[config.mk]
export PLATFORM = sky130hd
export DESIGN_NAME = control_store_load_dispatch
export DESIGN_NICKNAME = d
export VERILOG_FILES = /design/src/cstore_pkg.sv /design/src/control_store_load_dispatch.sv
export SDC_FILE = /design/constraint.sdc
export NUM_CORES = 1
export LEC_CHECK = 0
export BUFFER_PORTS_ARGS = -buffer_cell sky130_fd_sc_hd__buf_4
export CORE_ASPECT_RATIO = 0.6
export CORE_MARGIN = 10
export CORE_UTILIZATION = 26
export DETAILED_ROUTE_END_ITERATION = 8
export PLACE_DENSITY = 0.49
export SETUP_SLACK_MARGIN = 0.5
export SLEW_MARGIN = 0
export SYNTH_ARGS = -nofsm -noshare
export SYNTH_HDL_FRONTEND = slang
export SYNTH_SLANG_ARGS = --single-unit
[constraint.sdc]
create_clock -name clk_sys -period 4.2 [get_ports clk_sys]
set_input_delay 0.21 -clock clk_sys [delete_from_list [all_inputs] [get_ports clk_sys]]
set_output_delay 0.21 -clock clk_sys [all_outputs]
set_load 0.005 [all_outputs]
[src/cstore_pkg.sv]
package cstore_pkg;

    // ****************************************
    // sizes and constants
    // ****************************************
    localparam int          HOST_WORD_W      = 16;
    localparam int          MICRO_W          = 64;
    localparam int          WORDS_PER_MICRO  = 4;
    localparam int          CS_ADDR_W        = 12;
    localparam int          PROM_WORDS       = 512;
    localparam int          RAM_WORDS        = 256;
    localparam logic [15:0] TRAP_VECTOR      = 16'h0032;
    localparam logic [11:0] CS_ADDR_RESET    = 12'h000;
    localparam logic [1:0]  PHASE_RESET      = 2'h0;
    localparam int          CLK_MHZ          = 125;
    localparam int          XFER_NS          = 2500;
    localparam int          XFER_CYCLES      = (XFER_NS * CLK_MHZ) / 1000;
    localparam logic [15:0] XFER_CYCLES_W    = 16'(XFER_CYCLES);

    // ****************************************
    // jump kinds
    // ****************************************
    typedef enum logic [1:0]
    {
        enter_paging_jump_ext     = 2'h0,
        enter_virtual_jump_ext    = 2'h1,
        enter_restricted_jump_ext = 2'h2,
        leave_paging_jump_ext     = 2'h3
    } jump_kind_e;

    typedef struct packed
    {
        jump_kind_e  kind;
        logic [15:0] pointer;
    } jump_req_s;

    typedef struct packed
    {
        logic [15:0] addr;
        logic        write;
        logic [15:0] wdata;
    } mem_req_s;

endpackage : cstore_pkg
[src/control_store_load_dispatch.sv]
// Overview of operation
// - pack four 16-bit words into 64 bits
// - advance store address after each microinstruction
// - paging jump sets paging then dispatches
// - virtual jump sets paging and restricted
// - restricted jump sets restricted then dispatches
// - leave-paging jump clears paging then dispatches
// - jumps are two words, opcode first
// - second word points at entry address
// - dispatch takes about 2.5 microseconds
// - jumps trap when restricted mode active
// - writable store holds 256 RAM words
// - trap saves pc at vector, clears restricted
`timescale 1ns/1ps
`default_nettype none
module control_store_load_dispatch
    import cstore_pkg::*;
#(
    parameter int RAM_DEPTH = RAM_WORDS
)
(
    input  wire logic                  clk_sys,
    input  wire logic                  rst_n,
    input  wire logic                  addrWrite,
    input  wire logic                  dataWrite,
    input  wire logic [15:0]           ioData,
    input  wire logic                  jumpValid,
    input  wire jump_req_s             jumpReq,
    input  wire logic [15:0]           jumpPc,
    input  wire logic                  memAck,
    input  wire logic [15:0]           memRdata,
    output logic                       memValid,
    output mem_req_s                   memReq,
    output logic                       busy,
    output logic                       pagingMode,
    output logic                       restrictedMode,
    output logic                       dispatchValid,
    output logic [11:0]                dispatchAddr,
    output logic                       trapPulse,
    output logic [11:0]                csAddr,
    output logic [63:0]                microWord
);

    // ****************************************
    // loading path
    // ****************************************
    logic [63:0] ram [RAM_DEPTH];
    logic [11:0] addr_reg, addr_next;
    logic [1:0]  phase_reg, phase_next;
    logic [47:0] pack_reg, pack_next;
    logic        wr_reg, wr_next;
    logic [63:0] word_reg, word_next;
    logic [11:0] wa_reg, wa_next;

    always_comb
    begin
        addr_next  = addr_reg;
        phase_next = phase_reg;
        pack_next  = pack_reg;
        wr_next    = 1'b0;
        word_next  = word_reg;
        wa_next    = wa_reg;
        if (addrWrite)
        begin
            addr_next  = ioData[11:0];
            phase_next = PHASE_RESET;
        end
        // each data output is one word
        else if (dataWrite)
        begin
            if (phase_reg == 2'(WORDS_PER_MICRO - 1))
            begin
                word_next  = {pack_reg, ioData};
                wa_next    = addr_reg;
                wr_next    = 1'b1;
                phase_next = PHASE_RESET;
                addr_next  = addr_reg + 12'h001;
            end
            else
            begin
                pack_next  = {pack_reg[31:0], ioData};
                phase_next = phase_reg + 2'h1;
            end
        end
    end

    always_ff @(posedge clk_sys or negedge rst_n)
    begin
        if (!rst_n)
        begin
            addr_reg  <= CS_ADDR_RESET;
            phase_reg <= PHASE_RESET;
            pack_reg  <= 48'h0;
            wr_reg    <= 1'b0;
            word_reg  <= 64'h0;
            wa_reg    <= 12'h000;
        end
        else
        begin
            addr_reg  <= addr_next;
            phase_reg <= phase_next;
            pack_reg  <= pack_next;
            wr_reg    <= wr_next;
            word_reg  <= word_next;
            wa_reg    <= wa_next;
        end
    end

    always_ff @(posedge clk_sys)
    begin
        if (wr_reg && (wa_reg < 12'(PROM_WORDS + RAM_DEPTH)) && (wa_reg >= 12'(PROM_WORDS)))
        begin
            ram[8'(wa_reg - 12'(PROM_WORDS))] <= word_reg;
        end
    end

    // ****************************************
    // jump dispatch
    // ****************************************
    typedef enum logic [2:0]
    {
        ST_IDLE  = 3'b000,
        ST_FETCH = 3'b001,
        ST_WAIT  = 3'b010,
        ST_GO    = 3'b011,
        ST_TRAP  = 3'b100
    } state_e;

    state_e      st_reg, st_next;
    logic        pg_reg, pg_next, rx_reg, rx_next;
    jump_kind_e  kind_reg, kind_next;
    logic [15:0] ptr_reg, ptr_next, pc_reg, pc_next;
    logic [15:0] cnt_reg, cnt_next;
    logic [11:0] ent_reg, ent_next;
    logic        mv_reg, mv_next, dv_reg, dv_next, tp_reg, tp_next;
    logic        bsy_reg, bsy_next;
    mem_req_s    mr_reg, mr_next;

    always_comb
    begin
        st_next   = st_reg;
        pg_next   = pg_reg;
        rx_next   = rx_reg;
        kind_next = kind_reg;
        ptr_next  = ptr_reg;
        pc_next   = pc_reg;
        cnt_next  = (cnt_reg != 16'h0) ? cnt_reg - 16'h1 : cnt_reg;
        ent_next  = ent_reg;
        mv_next   = mv_reg;
        mr_next   = mr_reg;
        dv_next   = 1'b0;
        tp_next   = 1'b0;
        case (st_reg)
            ST_IDLE:
            begin
                if (jumpValid)
                begin
                    kind_next = jumpReq.kind;
                    ptr_next  = jumpReq.pointer;
                    pc_next   = jumpPc;
                    cnt_next  = XFER_CYCLES_W - 16'h1;
                    st_next   = rx_reg ? ST_TRAP : ST_FETCH;
                end
            end
            ST_FETCH:
            begin
                mv_next = 1'b1;
                mr_next = '{addr: ptr_reg, write: 1'b0, wdata: 16'h0};
                st_next = ST_WAIT;
            end
            ST_WAIT:
            begin
                if (memAck)
                begin
                    mv_next  = 1'b0;
                    ent_next = memRdata[11:0];
                    st_next  = ST_GO;
                end
            end
            ST_GO:
            begin
                if (cnt_reg == 16'h0)
                begin
                    case (kind_reg)
                        enter_paging_jump_ext:     pg_next = 1'b1;
                        enter_virtual_jump_ext:
                        begin
                            pg_next = 1'b1;
                            rx_next = 1'b1;
                        end
                        enter_restricted_jump_ext: rx_next = 1'b1;
                        default:                   pg_next = 1'b0;
                    endcase
                    dv_next = 1'b1;
                    st_next = ST_IDLE;
                end
            end
            ST_TRAP:
            begin
                // store pc at vector, leave restricted
                if (!mv_reg)
                begin
                    mv_next = 1'b1;
                    mr_next = '{addr: TRAP_VECTOR, write: 1'b1, wdata: pc_reg};
                end
                else if (memAck)
                begin
                    mv_next = 1'b0;
                    rx_next = 1'b0;
                    tp_next = 1'b1;
                    st_next = ST_IDLE;
                end
            end
            default: st_next = ST_IDLE;
        endcase
        bsy_next  = (st_next != ST_IDLE);
    end

    always_ff @(posedge clk_sys or negedge rst_n)
    begin
        if (!rst_n)
        begin
            st_reg   <= ST_IDLE;
            pg_reg   <= 1'b0;
            rx_reg   <= 1'b0;
            kind_reg <= enter_paging_jump_ext;
            ptr_reg  <= 16'h0;
            pc_reg   <= 16'h0;
            cnt_reg  <= 16'h0;
            ent_reg  <= 12'h000;
            mv_reg   <= 1'b0;
            mr_reg   <= '0;
            dv_reg   <= 1'b0;
            tp_reg   <= 1'b0;
            bsy_reg  <= 1'b0;
        end
        else
        begin
            st_reg   <= st_next;
            pg_reg   <= pg_next;
            rx_reg   <= rx_next;
            kind_reg <= kind_next;
            ptr_reg  <= ptr_next;
            pc_reg   <= pc_next;
            cnt_reg  <= cnt_next;
            ent_reg  <= ent_next;
            mv_reg   <= mv_next;
            mr_reg   <= mr_next;
            dv_reg   <= dv_next;
            tp_reg   <= tp_next;
            bsy_reg  <= bsy_next;
        end
    end

    always_comb
    begin
        memValid       = mv_reg;
        memReq         = mr_reg;
        busy           = bsy_reg;
        pagingMode     = pg_reg;
        restrictedMode = rx_reg;
        dispatchValid  = dv_reg;
        dispatchAddr   = ent_reg;
        trapPulse      = tp_reg;
        csAddr         = addr_reg;
        microWord      = word_reg;
    end

    // ****************************************
    // checks
    // ****************************************
    property p_pack;
        @(posedge clk_sys) disable iff (!rst_n)
        (dataWrite && !addrWrite && phase_reg == 2'h3) |=> wr_reg && word_reg[15:0] == $past(ioData);
    endproperty
    a_pack: assert property (p_pack) else $error("packing failed");

    property p_step;
        @(posedge clk_sys) disable iff (!rst_n)
        wr_reg |-> addr_reg == wa_reg + 12'h001;
    endproperty
    a_step: assert property (p_step) else $error("address not stepped");

    property p_phase;
        @(posedge clk_sys) disable iff (!rst_n)
        addrWrite |=> phase_reg == 2'h0 && addr_reg == $past(ioData[11:0]);
    endproperty
    a_phase: assert property (p_phase) else $error("phase not reset");

    property p_trap;
        @(posedge clk_sys) disable iff (!rst_n)
        (st_reg == ST_IDLE && jumpValid && rx_reg) |=> st_reg == ST_TRAP;
    endproperty
    a_trap: assert property (p_trap) else $error("no trap");

    property p_rxclr;
        @(posedge clk_sys) disable iff (!rst_n)
        trapPulse |-> !restrictedMode && $past(memReq.addr) == TRAP_VECTOR;
    endproperty
    a_rxclr: assert property (p_rxclr) else $error("trap effects wrong");

    property p_virt;
        @(posedge clk_sys) disable iff (!rst_n)
        (dispatchValid && kind_reg == enter_virtual_jump_ext) |-> pagingMode && restrictedMode;
    endproperty
    a_virt: assert property (p_virt) else $error("virtual modes wrong");

    property p_page;
        @(posedge clk_sys) disable iff (!rst_n)
        (dispatchValid && kind_reg == enter_paging_jump_ext) |-> pagingMode;
    endproperty
    a_page: assert property (p_page) else $error("paging not set");

    property p_leave;
        @(posedge clk_sys) disable iff (!rst_n)
        (dispatchValid && kind_reg == leave_paging_jump_ext) |-> !pagingMode;
    endproperty
    a_leave: assert property (p_leave) else $error("paging not cleared");

    property p_time;
        @(posedge clk_sys) disable iff (!rst_n)
        (st_reg == ST_IDLE && jumpValid && !rx_reg) |-> ##[1:8] st_reg == ST_WAIT ##0 !dispatchValid;
    endproperty
    a_time: assert property (p_time) else $error("dispatch too early");

    property p_restr;
        @(posedge clk_sys) disable iff (!rst_n)
        (dispatchValid && kind_reg == enter_restricted_jump_ext) |-> restrictedMode;
    endproperty
    a_restr: assert property (p_restr) else $error("restricted not set");

    property p_spent;
        @(posedge clk_sys) disable iff (!rst_n)
        dispatchValid |-> $past(cnt_reg) == 16'h0;
    endproperty
    a_spent: assert property (p_spent) else $error("transfer time not spent");

endmodule : control_store_load_dispatch
`default_nettype wire

==> key figures <==
Synthesis
  • Mapped Nets: 864
  • Cell count after synthesis: roughly 790
  • Number of flops mapped to enable cells by yosys: 0
  • Post-synth cell types: between 50 and 60
  • Multiplexer share of the synthesized area: 17.3%
  • Asr flop ratio synth: between 90% and 100%
  • Synth Area in Compound Gates: ~4.4%
  • Yosys warning total: 0
  • Seq cells post-synth: 230
  • Syn Area/Cell: 12.2 um^2
  • Synth Area in Adders: 0.782%
  • Post-Synth XOR/XNOR Area: 1.00%
  • Top_reg_cell synth: dfrtp_1
  • Main combinational cell family by area after synthesis: multiplexers
  • Sequential share of the synthesized area: 60.0%
  • Simple-gate share of the synthesized area: a little over an eighth
  • Netlist Area Pre-Place: 9600 um^2

Status
  • Outcome: complete, no violations

Worst setup path
  • Critical R2R Launch: phase_reg[0]
  • Critical setup path kind: register to register
  • Setup crit start kind: register
  • Worst path slowest cell: or2_4
  • CP max stage delay: roughly 0.7 ns
  • Crit path DAT: 2.85 ns
  • Crit Path Max Fanout: 43
  • Crit. Startpoint: phase_reg[0]
  • Critical Path, Cell by Cell: ha_1 > nand2_1 > or2_4 > buf_4 > mux2_1
  • Critical Path End Type: register
  • R2R setup slack: approximately 1.8 ns
  • CP Data Required Time: 4.60 ns

STA
  • Finish-stage setup viols: 0
  • Actual slew at the worst max-slew pin: 1.11 ns
  • Final Max Tran Viols: 0
  • Unrepaired setup endpoints after global routing: false
  • Fin Hold WS: between 0.05 and 0.06 ns
  • Fmax: about 400 MHz
  • Max_slew headroom: 26.1%
  • Final Skew: just under 0.009 ns
  • Final Hold Vio Count: 0
  • Setup TNS Final: 0 ns
  • Final Cycle Share: 58.3%
  • Final critical-path required period: 2.45 ns

Route
  • Met2 WL: 11500 um
  • Initial DRC Count: ~370
  • Top Layer Used: met4
  • Routed WL: approximately 26000 um
  • Wl on met1: 11800 um
  • Drt drc: 0
  • ANT nets after route: 0
  • DRT Pass-1 Iters: 4
  • Met3 wire length: 1820 um
  • Vias: 6627
  • DR vias/cell: 4.32
  • Routed len/inst: 16.7 um

Power
  • Pwr Density: 461 nW/um^2
  • Leakage: 6.27 nW
  • Peak supply drop: roughly 0.00025 V

Finish
  • Nets: 1119
  • # diodes: 0
  • Sequential Area: 5760 um^2
  • Commonest non-fill, non-tap cell in the layout: dfrtp_1
  • Layout cells sized above 1: 34.6%
  • Multi-input gate area: 3540 um^2
  • Number of fill cells in the layout: 3563
  • Max reg flops: 64
  • Area Growth Syn to Fin: 34.4%
  • Commonest non-fill, non-tap cells in the layout: dfrtp_1, buf_4, nand2_1

Placement
  • Port bufs: 194
  • Detailed Place HPWL: 17000 um
  • RD Place Congestion: 0.773

Die
  • Die Ht: 169 um
  • Core Area: 36400 um^2
  • Die ar.: about 45000 um^2
  • Io pins: 199
  • Die span in x: 268 um
  • Row cnt: 54
  • Initial Util: between 20% and 30%

Clock tree
  • Resized cells post-CTS: 0
  • Root Buffer: clkbuf_16
  • Clock Sinks: 230
  • CTS Buf Count: 24
  • Post-CTS Setup Inserts: 0
  • H-tree Lvls: 1
  • Hold buffers post-CTS: 65
  • Worst-skew pair later-pin latency: 0.52 ns
  • Clock buffer depth: 3
  • Clock-pin slew on the worst setup and hold paths: 0.07 ns
  • CTS tree: built

GRT
  • Initial antenna violation count: 0
  • First-pass GRT wire length: approximately 41000 um
  • Congestion Overflow GR: 0
  • Gr usage total: 11.2%
  • Largest net degree at the start of global routing: 103
  • Number of global-route vias before repair: 6934

Run
  • Max Cap Viol: 0

Worst hold path
  • Hold crit path type: primary input to register
  • Min-delay src: addrWrite
-- metrics by stage --
step	setup slack, ns	std cells	cell area, um^2	total power, mW	utilization [%]
floorplan	2.44	786	9600	3.29	-
global placement	1.76	1426	11500	3.85	31.6
detailed placement	1.74	1426	11500	3.87	31.6
CTS	1.71	1533	12900	6.07	35.4
global route	1.55	1533	12900	6.29	35.4
finish	1.75	1533	12900	5.96	35.4
-- final cells by class --
cell class	instances	area share [%]
clock buffers	37	5.51
clock inverters	5	0.388
inverters	10	0.291
multi-input cells	504	27.4
flip-flops and latches	230	44.6
well taps	476	4.62
repair buffers	271	17.2
-- cells in the mapped netlist (2+ instances only) --
library cell	instances	share of area, %
mux2_4	50	7.8
o21ai_0	50	2.6
buf_4	4	0.31
mux2_1	10	1.2
clkbuf_1	10	0.39
nand4_1	4	0.26
nor4_2	2	0.26
or4_1	4	0.31
nor2_1	24	0.94
inv_1	10	0.39
buf_2	14	0.73
dfrtp_1	230	60
or3_1	8	0.52
xnor2_1	7	0.64
nor4_1	4	0.26
nand2_1	191	7.5
nand4_2	2	0.26
nand3_1	13	0.68
mux2_2	65	7.6
nand2b_1	3	0.20
nor2b_1	3	0.20
o21ai_1	2	0.10
xor2_1	4	0.36
buf_6	13	1.5
a21oi_1	7	0.36
and3_1	3	0.20
o31ai_1	4	0.31
nor3_1	10	0.52
mux2i_1	7	0.73
or2_1	2	0.13
ha_1	6	0.78
-- critical path, delay by kind of cell (launching register included) --
family	cells	cell delay (ns)
fa+ha+maj	1	0.29
buf+inv	1	0.41
flops	1	0.41
mux	1	0.35
simple gates	2	0.86
-- worst paths after layout --
path                                  to  depth (start not counted)
min in group asynchronous   microWord[5]                          2
max reg2reg                microWord[50]                          5
max in group asynchronous      st_reg[2]                          3
min                         phase_reg[0]                          2
max                        microWord[50]                          5
min reg2reg                   memReq[18]                          2
-- layer usage --
metal / up-vias / global-route usage (%)
li1: 3187 / -
met1: 3276 / 15.2
met2: 137 / 17.3
met3: 27 / 3.47
met4: 0 / 2.10
met5: - / 0
-- power breakdown --
group	switching (mW)	internal, mW
combinational	0.355	0.651
clock	0.882	1.22
sequential	0.262	2.58
total	1.50	4.46
-- cell families (layout without fill, tap and decap cells) --
kind of cell | after synthesis | in the layout
simple gates | 281 | 281
flops | 230 | 230
compound gates | 74 | 74
xor+xnor | 11 | 11
buf+inv | 52 | 323
fa+ha+maj | 6 | 6
mux | 132 | 132
Power figures use the tool's default switching activity.
